**src/core/mcuex_pkg.sv**
```systemverilog
// Purpose: shared constants and types of the instruction execute slice
// Assumes: one instruction issued per clock from the fetch side
// Notes: opcode codes are an internal encoding, not the program word format
package mcuex_pkg;

   localparam int DATA_W = 8;
   localparam int FADDR_W = 7;
   localparam int PC_W = 13;

   // ************************************************************
   // reset values
   // ************************************************************
   localparam logic [DATA_W-1:0] ACC_RST = 8'h00;
   localparam logic [PC_W-1:0] PC_RST = 13'h0000;
   localparam logic IRQ_EN_RST = 1'b0;
   localparam logic EXPIRY_N_RST = 1'b1;
   localparam logic SLEPT_N_RST = 1'b1;

   // ************************************************************
   // field encodings and timing
   // ************************************************************
   localparam logic DEST_ACC = 1'b0;
   localparam logic DEST_FILE = 1'b1;
   localparam logic [DATA_W-1:0] ZERO_BYTE = 8'h00;
   localparam int RETURN_CYCLES = 2;

   typedef enum logic [3:0] {
      op_nop = 4'h0,
      op_or_literal_into_acc = 4'h1,
      op_load_literal = 4'h2,
      op_or_acc_with_file = 4'h3,
      op_store_acc_to_file = 4'h4,
      op_copy_file = 4'h5,
      op_return_from_irq = 4'h6,
      op_rotate_left_via_spill = 4'h7,
      op_rotate_right_via_spill = 4'h8,
      op_return_with_literal = 4'h9,
      op_return = 4'hA,
      op_sleep = 4'hB,
      op_literal_minus_acc = 4'hC,
      op_xor_literal_into_acc = 4'hD
   } mcuex_op_t;

   typedef struct packed {
      mcuex_op_t op;
      logic [DATA_W-1:0] lit;
      logic [FADDR_W-1:0] faddr;
      logic dest;
   } mcuex_instr_t;

   typedef struct packed {
      logic c;
      logic nibble_spill_bit;
      logic z;
   } mcuex_flags_t;

   localparam mcuex_flags_t FLAGS_RST = 3'h0;

   typedef enum logic [2:0] {
      st_run = 3'h1,
      st_second = 3'h2,
      st_sleep = 3'h4
   } mcuex_state_t;

endpackage

```
**src/core/mcuex_core.sv**
```systemverilog
// Purpose: executes logic, move, subtract, rotate, return and sleep instructions
// Assumes: file read data for the issued address is valid in the issue cycle
// Notes: a return spends one extra cycle; sleep is left only by reset
`timescale 1ns/1ps
`default_nettype none
module mcuex_core
   import mcuex_pkg::*;
(
   // clock and reset
   input wire logic i_clk,
   input wire logic i_rst_n,
   // instruction issue
   input wire logic i_issue,
   input wire mcuex_instr_t i_instr,
   input wire logic [DATA_W-1:0] i_file_rdata,
   input wire logic [PC_W-1:0] i_stack_head,
   // working state
   output logic [DATA_W-1:0] o_acc,
   output mcuex_flags_t o_flags,
   output logic o_global_irq_enable,
   // program counter and stack
   output logic [PC_W-1:0] o_pc,
   output logic o_pc_load,
   output logic o_stack_pop,
   // file register write
   output logic o_file_we,
   output logic [FADDR_W-1:0] o_file_addr,
   output logic [DATA_W-1:0] o_file_wdata,
   // power, watchdog and return stall
   output logic o_wdt_clear,
   output logic o_watchdog_expiry_flag_n,
   output logic o_sleep_entered_flag_n,
   output logic o_stall,
   output logic o_sleep
);

   // ************************************************************
   // state
   // ************************************************************
   logic [DATA_W-1:0] acc_reg, acc_next;
   mcuex_flags_t flags_reg, flags_next;
   logic irq_en_reg, irq_en_next;
   logic [PC_W-1:0] pc_reg, pc_next;
   logic pc_load_reg, pc_load_next;
   logic pop_reg, pop_next;
   logic fwe_reg, fwe_next;
   logic [FADDR_W-1:0] faddr_reg, faddr_next;
   logic [DATA_W-1:0] fwdata_reg, fwdata_next;
   logic wdt_clr_reg, wdt_clr_next;
   logic expiry_n_reg, expiry_n_next;
   logic slept_n_reg, slept_n_next;
   mcuex_state_t state_reg, state_next;
   logic [DATA_W-1:0] result;
   logic write_result, take;
   logic [DATA_W:0] diff;
   logic [4:0] diff_lo;

   // an instruction is only taken in the running state
   assign take = i_issue && (state_reg == st_run);

   // ************************************************************
   // execute: next values
   // ************************************************************
   always_comb begin
      acc_next = acc_reg;
      flags_next = flags_reg;
      irq_en_next = irq_en_reg;
      pc_next = pc_reg;
      pc_load_next = 1'b0;
      pop_next = 1'b0;
      fwe_next = 1'b0;
      faddr_next = faddr_reg;
      fwdata_next = fwdata_reg;
      wdt_clr_next = 1'b0;
      expiry_n_next = expiry_n_reg;
      slept_n_next = slept_n_reg;
      state_next = state_reg;
      result = ZERO_BYTE;
      write_result = 1'b0;
      // two's complement subtract: literal plus inverted accumulator plus one
      diff = {1'b0, i_instr.lit} + {1'b0, ~acc_reg} + 9'h001;
      diff_lo = {1'b0, i_instr.lit[3:0]} + {1'b0, ~acc_reg[3:0]} + 5'h01;
      case (state_reg)
         st_run: begin
            if (i_issue) begin
               case (i_instr.op)
                  op_or_literal_into_acc: begin
                     acc_next = acc_reg | i_instr.lit;
                     flags_next.z = ((acc_reg | i_instr.lit) == ZERO_BYTE);
                  end
                  op_load_literal: begin
                     acc_next = i_instr.lit;
                  end
                  op_or_acc_with_file: begin
                     result = acc_reg | i_file_rdata;
                     write_result = 1'b1;
                     flags_next.z = (result == ZERO_BYTE);
                  end
                  op_store_acc_to_file: begin
                     fwe_next = 1'b1;
                     faddr_next = i_instr.faddr;
                     fwdata_next = acc_reg;
                  end
                  op_copy_file: begin
                     result = i_file_rdata;
                     write_result = 1'b1;
                     flags_next.z = (result == ZERO_BYTE);
                  end
                  op_rotate_left_via_spill: begin
                     result = {i_file_rdata[DATA_W-2:0], flags_reg.c};
                     flags_next.c = i_file_rdata[DATA_W-1];
                     write_result = 1'b1;
                  end
                  op_rotate_right_via_spill: begin
                     result = {flags_reg.c, i_file_rdata[DATA_W-1:1]};
                     flags_next.c = i_file_rdata[0];
                     write_result = 1'b1;
                  end
                  op_return_from_irq, op_return_with_literal, op_return: begin
                     pc_next = i_stack_head;
                     pc_load_next = 1'b1;
                     pop_next = 1'b1;
                     state_next = st_second;
                     irq_en_next = irq_en_reg | (i_instr.op == op_return_from_irq);
                     acc_next = (i_instr.op == op_return_with_literal) ? i_instr.lit : acc_reg;
                  end
                  op_sleep: begin
                     wdt_clr_next = 1'b1;
                     expiry_n_next = 1'b1;
                     slept_n_next = 1'b0;
                     state_next = st_sleep;
                  end
                  op_literal_minus_acc: begin
                     acc_next = diff[DATA_W-1:0];
                     flags_next.c = diff[DATA_W];
                     flags_next.nibble_spill_bit = diff_lo[4];
                     flags_next.z = (diff[DATA_W-1:0] == ZERO_BYTE);
                  end
                  op_xor_literal_into_acc: begin
                     acc_next = acc_reg ^ i_instr.lit;
                     flags_next.z = ((acc_reg ^ i_instr.lit) == ZERO_BYTE);
                  end
                  default: begin
                     acc_next = acc_reg;
                  end
               endcase
               // destination routing of file-register results
               if (write_result) begin
                  if (i_instr.dest == DEST_ACC) begin
                     acc_next = result;
                  end else begin
                     fwe_next = 1'b1;
                     faddr_next = i_instr.faddr;
                     fwdata_next = result;
                  end
               end
            end
         end
         st_second: begin
            state_next = st_run;
         end
         st_sleep: begin
            state_next = st_sleep;
         end
         default: begin
            state_next = st_run;
         end
      endcase
   end

   // ************************************************************
   // execute: registers
   // ************************************************************
   always_ff @(posedge i_clk or negedge i_rst_n) begin
      if (!i_rst_n) begin
         acc_reg <= ACC_RST;
         flags_reg <= FLAGS_RST;
         irq_en_reg <= IRQ_EN_RST;
         pc_reg <= PC_RST;
         pc_load_reg <= 1'b0;
         pop_reg <= 1'b0;
         fwe_reg <= 1'b0;
         faddr_reg <= 7'h00;
         fwdata_reg <= ZERO_BYTE;
         wdt_clr_reg <= 1'b0;
         expiry_n_reg <= EXPIRY_N_RST;
         slept_n_reg <= SLEPT_N_RST;
         state_reg <= st_run;
      end else begin
         acc_reg <= acc_next;
         flags_reg <= flags_next;
         irq_en_reg <= irq_en_next;
         pc_reg <= pc_next;
         pc_load_reg <= pc_load_next;
         pop_reg <= pop_next;
         fwe_reg <= fwe_next;
         faddr_reg <= faddr_next;
         fwdata_reg <= fwdata_next;
         wdt_clr_reg <= wdt_clr_next;
         expiry_n_reg <= expiry_n_next;
         slept_n_reg <= slept_n_next;
         state_reg <= state_next;
      end
   end

   // outputs straight from the registers
   assign o_acc = acc_reg;
   assign o_flags = flags_reg;
   assign o_global_irq_enable = irq_en_reg;
   assign o_pc = pc_reg;
   assign o_pc_load = pc_load_reg;
   assign o_stack_pop = pop_reg;
   assign o_file_we = fwe_reg;
   assign o_file_addr = faddr_reg;
   assign o_file_wdata = fwdata_reg;
   assign o_wdt_clear = wdt_clr_reg;
   assign o_watchdog_expiry_flag_n = expiry_n_reg;
   assign o_sleep_entered_flag_n = slept_n_reg;
   assign o_stall = state_reg[1];
   assign o_sleep = state_reg[2];
endmodule
`default_nettype wire

```
**config.mk**
```make
export PLATFORM = sky130hd
export DESIGN_NAME = mcuex_core
export DESIGN_NICKNAME = d
export VERILOG_FILES = /design/src/core/mcuex_pkg.sv /design/src/core/mcuex_core.sv
export SDC_FILE = /design/constraint.sdc
export NUM_CORES = 1
export LEC_CHECK = 0
export BUFFER_PORTS_ARGS = -buffer_cell sky130_fd_sc_hd__buf_4
export CAP_MARGIN = 10
export CORE_MARGIN = 2
export CORE_UTILIZATION = 30
export CTS_BUF_LIST = sky130_fd_sc_hd__clkbuf_8
export DETAILED_ROUTE_END_ITERATION = 10
export PLACE_DENSITY_LB_ADDON = 0.05
export SLEW_MARGIN = 20
export SYNTH_ARGS = -nofsm -noshare
export SYNTH_HDL_FRONTEND = slang
export SYNTH_SLANG_ARGS = --single-unit
```
**constraint.sdc**
```tcl
create_clock -name i_clk -period 5.1 [get_ports i_clk]
set_clock_uncertainty 0.15 [all_clocks]
set_input_delay 0.765 -clock i_clk [delete_from_list [all_inputs] [get_ports i_clk]]
set_output_delay 0.765 -clock i_clk [all_outputs]
set_load 0.01 [all_outputs]
```
## Word level (Yosys, flattened, before mapping)

Index checks and enable logic that the tools add are counted.

- Input bits: 44
- Output and inout bits: 48
- Flip-flop bits (word level): 47

- Bitwise operators: 6
- Reductions and logical operators: 16
- Multiplexer cells: 30
- Equality and inequality tests: 17
- $add $sub $neg: 4

Operators with widths:

| cell | number |
|---|---|
| $mux W8 | 6 |
| $logic_not A8 Y1 | 5 |
| $pmux W8 S5 | 1 |
| $pmux W8 S4 | 1 |
| $eq A4 B4 Y1 const B | 6 |
| $mux W7 | 3 |
| $eq A4 B3 Y1 const B | 4 |
| $or A8 B8 Y8 | 2 |
| $reduce_and A3 Y1 | 5 |
| $mux W1 | 14 |
| $pmux W3 S2 | 2 |
| $add A8 B8 Y9 | 1 |
| $add A9 B1 Y9 const B | 1 |
| $eq A4 B2 Y1 const B | 2 |
| $not A8 Y8 | 1 |
| $xor A8 B8 Y8 | 1 |
| $add A4 B4 Y5 | 1 |
| $add A5 B1 Y5 const B | 1 |
| $pmux W1 S5 | 1 |
| $reduce_bool A5 Y1 | 1 |
| $eq A4 B1 Y1 const B | 1 |
| $not A4 Y4 | 1 |
| $reduce_and A2 Y1 | 2 |
| $reduce_or A4 Y1 | 1 |
| other kinds (9) | 9 |

## Depth between registers and ports, before layout

- Depth after elaboration: 8
- Mapped depth: 10
- Depth with buffers taken out: 10

## Worst setup path after synthesis

Ideal clock, no wire load.

- Path type: input port to flip-flop
- From: input i_instr[8] in the netlist's numbering
- To: register acc_reg[4], in the netlist o_acc[4]
- Path slack: 2291 ps
- Buffers on the path: 0
- Arrival time: 2516 ps
- Cell stages on the path: 10
- Setup time: 142 ps
- Cells stage by stage: inv_1 ha_1 inv_1 fa_1 nor2b_1 o21ai_0 xnor2_1 nor2_1 a2111oi_0 o22ai_1

- Cells in the longest elaborated chain, start to end: 5

RTL lines:

| item | RTL line | source |
|---|---|---|
| start, declared | mcuex_core.sv:14 | `input wire mcuex_instr_t i_instr,` |
| $add A8 B8 Y9 * | mcuex_core.sv:81 | `diff = {1'b0, i_instr.lit} + {1'b0, ~acc_reg} + 9'h001;` |
| $add A9 B1 Y9 * | mcuex_core.sv:81 |  |
| $pmux W8 S5 * | mcuex_core.sv:86 | `case (i_instr.op)` |
| $mux W8 | mcuex_core.sv:149 | `if (i_instr.dest == DEST_ACC) begin` |
| $mux W8 * | mcuex_core.sv:148 | `if (write_result) begin` |
| end signal, assigned | mcuex_core.sv:190 | `acc_reg <= acc_next;` |
| end, declared | mcuex_core.sv:40 | `logic [DATA_W-1:0] acc_reg, acc_next;` |

Mark *: on every way between the ends. The rest lies on a longest branch, timed or not.
A chain may end at the register's enable or synchronous reset.

## Worst setup path in the final report

Same ends and word-level chain as after synthesis.

==> flow_metrics.py <==
metrics = {
    "clock_network": {
        "cts_root_buf": "clkbuf_8",
        "clk_pin_slew_worst_paths_ns": 0.11,
        "cts_hold_buf": 0,
        "clk_latency_ns": 0.31,
        "cts_made_buffers": 5,
        "cts_max_level": 2,
        "clockBufferDepth": 2,
        "cts_resized": 0,
        "cts_tree": "done",
        "post_cts_buffers": 0,
        "cts.sinks": 47,
    },
    "synth": {
        "synth_area_leader_cell": "dfrtp_1",
        "synth_edf_count": 0,
        "syn-instance-count": 369,
        "synthesis.nets": 431,
        "syn-cell-area_sq_um": 3410,
        "ys_warn_count": 0,
        "yosys.area.top_type_share_pct": 33.0,
        "synth-async-reset-ratio_pct": 100,
        "synth_area_per_cell_sq_um": 9.25,
        "synth.distinct_cells": 73,
        "yosysSeqAreaShare_pct": 34.5,
        "synthTopCellsByArea": "dfrtp_1 33%, ha_1 6.2%, mux2_2 5.6%",
        "synth-seq-cells": 47,
        "synthFlopType": "dfrtp_1",
    },
    "global_routing": {
        "grt_max_degree": 48,
        "track_usage_pct": 18.0,
        "grt_pass1_wl_um": 18000,
        "antenna_found_initial": 0,
        "overflow": 0,
        "grt_pass1_vias": 3284,
    },
    "timing": {
        "max_freq_mhz": 347,
        "fin_crit_sh_pct": 56.5,
        "finalWorstPathRequiredPeriod_ns": 2.88,
        "hold_viol_final": 0,
        "rsz0062_at_grt": "no",
        "setup_violations": 0,
        "max-slew-margin-rel_pct": 56.2,
        "tightest_slew_ns": 0.656,
        "slew_violations": 0,
        "finalSetupTns_ns": 0,
    },
    "power_and_ir_drop": {
        "leakagePower_uw": 0.00190,
        "power-per-cell-area_nw_per_um2": 367,
        "vdd_drop_max_mv": 0.145,
        "p_total_uw": 1550,
    },
    "cells_and_area": {
        "nets": 505,
        "area_growth_pct": 23.5,
        "final_cells": 584,
        "largest_reg_flops": 13,
        "antenna_cells": 0,
        "drive_gt1_share_pct": 29.5,
    },
    "setup_path": {
        "rrSetupSlack_ns": 2.27,
        "cp_slowest_cell": "fa_1",
        "reg2reg_to": "o_acc[4]",
        "rr_startpoint": "o_acc[0]",
        "reg2reg_depth": 9,
        "path_class": "in -> reg",
        "path_cells": "buf_4 > inv_1 > ha_1 > inv_1 > fa_1 > nor2b_1 > o21ai_0 > xnor2_1 > nor2_1 > a2111oi_0 > o22ai_1",
        "crit_arrival_ns": 2.92,
        "worst_setup_path_end_kind": "register",
        "crit_path_start_kind": "input port",
        "cpMostUsedCell": "inv_1",
        "max_stage_delay_ns": 0.41,
        "path_max_fanout": 3,
        "critical_path_required_ns": 5.14,
    },
    "die": {
        "fp-row-count": 38,
        "ios": 92,
        "die_h_um": 111,
        "core-area_sq_um": 11000,
        "dieWidth_um": 111,
        "start_util_pct": 31.1,
        "die_area_sq_um": 12300,
    },
    "route": {
        "ant_nets": 0,
        "wl_um": 11100,
        "drt-pass1-iter-count": 6,
        "drt-initial-drc-count": 223,
        "via_per_inst": 5.49,
        "routedWlPerCell_um": 19.1,
        "route.detailed.drc": 0,
        "dr_total_vias": 3209,
    },
    "hold_path": {
        "min_path_type": "in -> async",
    },
    "job": {
        "maxCapViolCount": 0,
    },
    "place": {
        "gp_congestion": 0.842,
        "hpwl_um": 8200,
        "dp_cells": 576,
        "port_buffers": 90,
    },
    "run_status": {
        "status": "finished clean",
    },
}
## cell usage after synthesis, drive strengths merged, types with 3 or more instances
master   instances
nand2b           6
a221oi           4
o2bb2ai          4
nor2b            9
a2bb2oi          5
clkbuf           6
inv             25
nor2            30
mux2i            7
nor3             3
a32oi            5
o211ai           3
dfrtp           45
a2111oi          3
a22oi            4
nand4            5
a222oi           4
xor2             3
xnor2            4
a21oi           18
buf             17
mux2            20
nand2           33
nor4             5
nor3b            3
a21o             3
o21ai           27
ha              17
o221ai           8
## placed cells by master (no fill, tap or decap), types with 6 or more instances in the layout
cell type,n
nand2_1,31
nor2_1,30
o21ai_0,25
dfrtp_1,45
mux2_2,17
o221ai_1,8
mux2i_1,7
ha_1,17
inv_1,25
a21oi_1,17
nand2b_1,6
buf_4,90
nor2b_1,9
## final cells by class
| type | instances | area (sq um) |
|---|---|---|
| Fill cell | 1128 | 6770 |
| Multi-Input combinational cell | 274 | 2000 |
| Sequential cell | 47 | 1180 |
| Timing Repair Buffer | 90 | 676 |
| Tap cell | 140 | 175 |
| Inverter | 25 | 93.8 |
| Clock buffer | 5 | 68.8 |
| Clock inverter | 3 | 27.5 |
## critical path: cells and delay by family
family / cells / cell delay [ns]
AOI/OAI and AO/OA: 3 / 0.89
xor gates and xnor gates: 1 / 0.20
and+or+nand+nor: 2 / 0.23
buffers and inverters: 3 / 0.27
adders and majority gates: 2 / 0.57
## layer usage
| layer | global-route usage, % | vias to the layer above | part of all wire [%] |
|---|---|---|---|
| met2 | 28.1 | 129 | 45 |
| met5 | 0 | - | 0 |
| met1 | 25.7 | 1558 | 47 |
| li1 | - | 1510 | - |
| met4 | 5.17 | 0 | 1.7 |
| met3 | 3.01 | 12 | 6.4 |
## metrics by stage
| step | area [sq um] | hold WS, ns | util [%] | setup WS, ns |
|---|---|---|---|---|
| 6_report | 4220 | 0.279 | 38.4 | 2.22 |
| 3_3_place_gp | 4120 | 0.318 | 37.5 | 2.03 |
| 5_1_grt | 4220 | 0.344 | 38.4 | 2.05 |
| 3_5_place_dp | 4120 | 0.327 | 37.5 | 1.95 |
| 4_1_cts | 4220 | 0.341 | 38.4 | 2.28 |
| 2_1_floorplan | 3410 | 0.319 | - | 2.29 |
## worst max-delay path by stage
stage               startpoint  endpoint  slack, ns  cells past startpoint
finish              i_instr[8]  o_acc[4]       2.22                     11
global route        i_instr[8]  o_acc[4]       2.05                     11
CTS                 i_instr[8]  o_acc[4]       2.28                     11
detailed placement  i_instr[8]  o_acc[4]       1.95                     11
global placement    i_instr[8]  o_acc[4]       2.03                     11
floorplan           i_instr[8]  o_acc[4]       2.29                     10
## cells by family (layout without fill, tap and decap cells)
family | Yosys count | in the layout | synth area share, %
AOI/OAI and AO/OA | 111 | 111 | 23.7
xor gates and xnor gates | 7 | 7 | 1.80
adders and majority gates | 18 | 18 | 6.82
buffers and inverters | 48 | 123 | 6.96
DFF | 47 | 47 | 34.5
muxes | 27 | 27 | 8.65
other | 1 | 1 | 0.110
and+or+nand+nor | 110 | 110 | 17.4
## where the power goes
part,internal [uW],switching (uW)
Sequential,475,90.5
Clock,102,151
Combinational,348,381
Power figures use the tool's default switching activity.
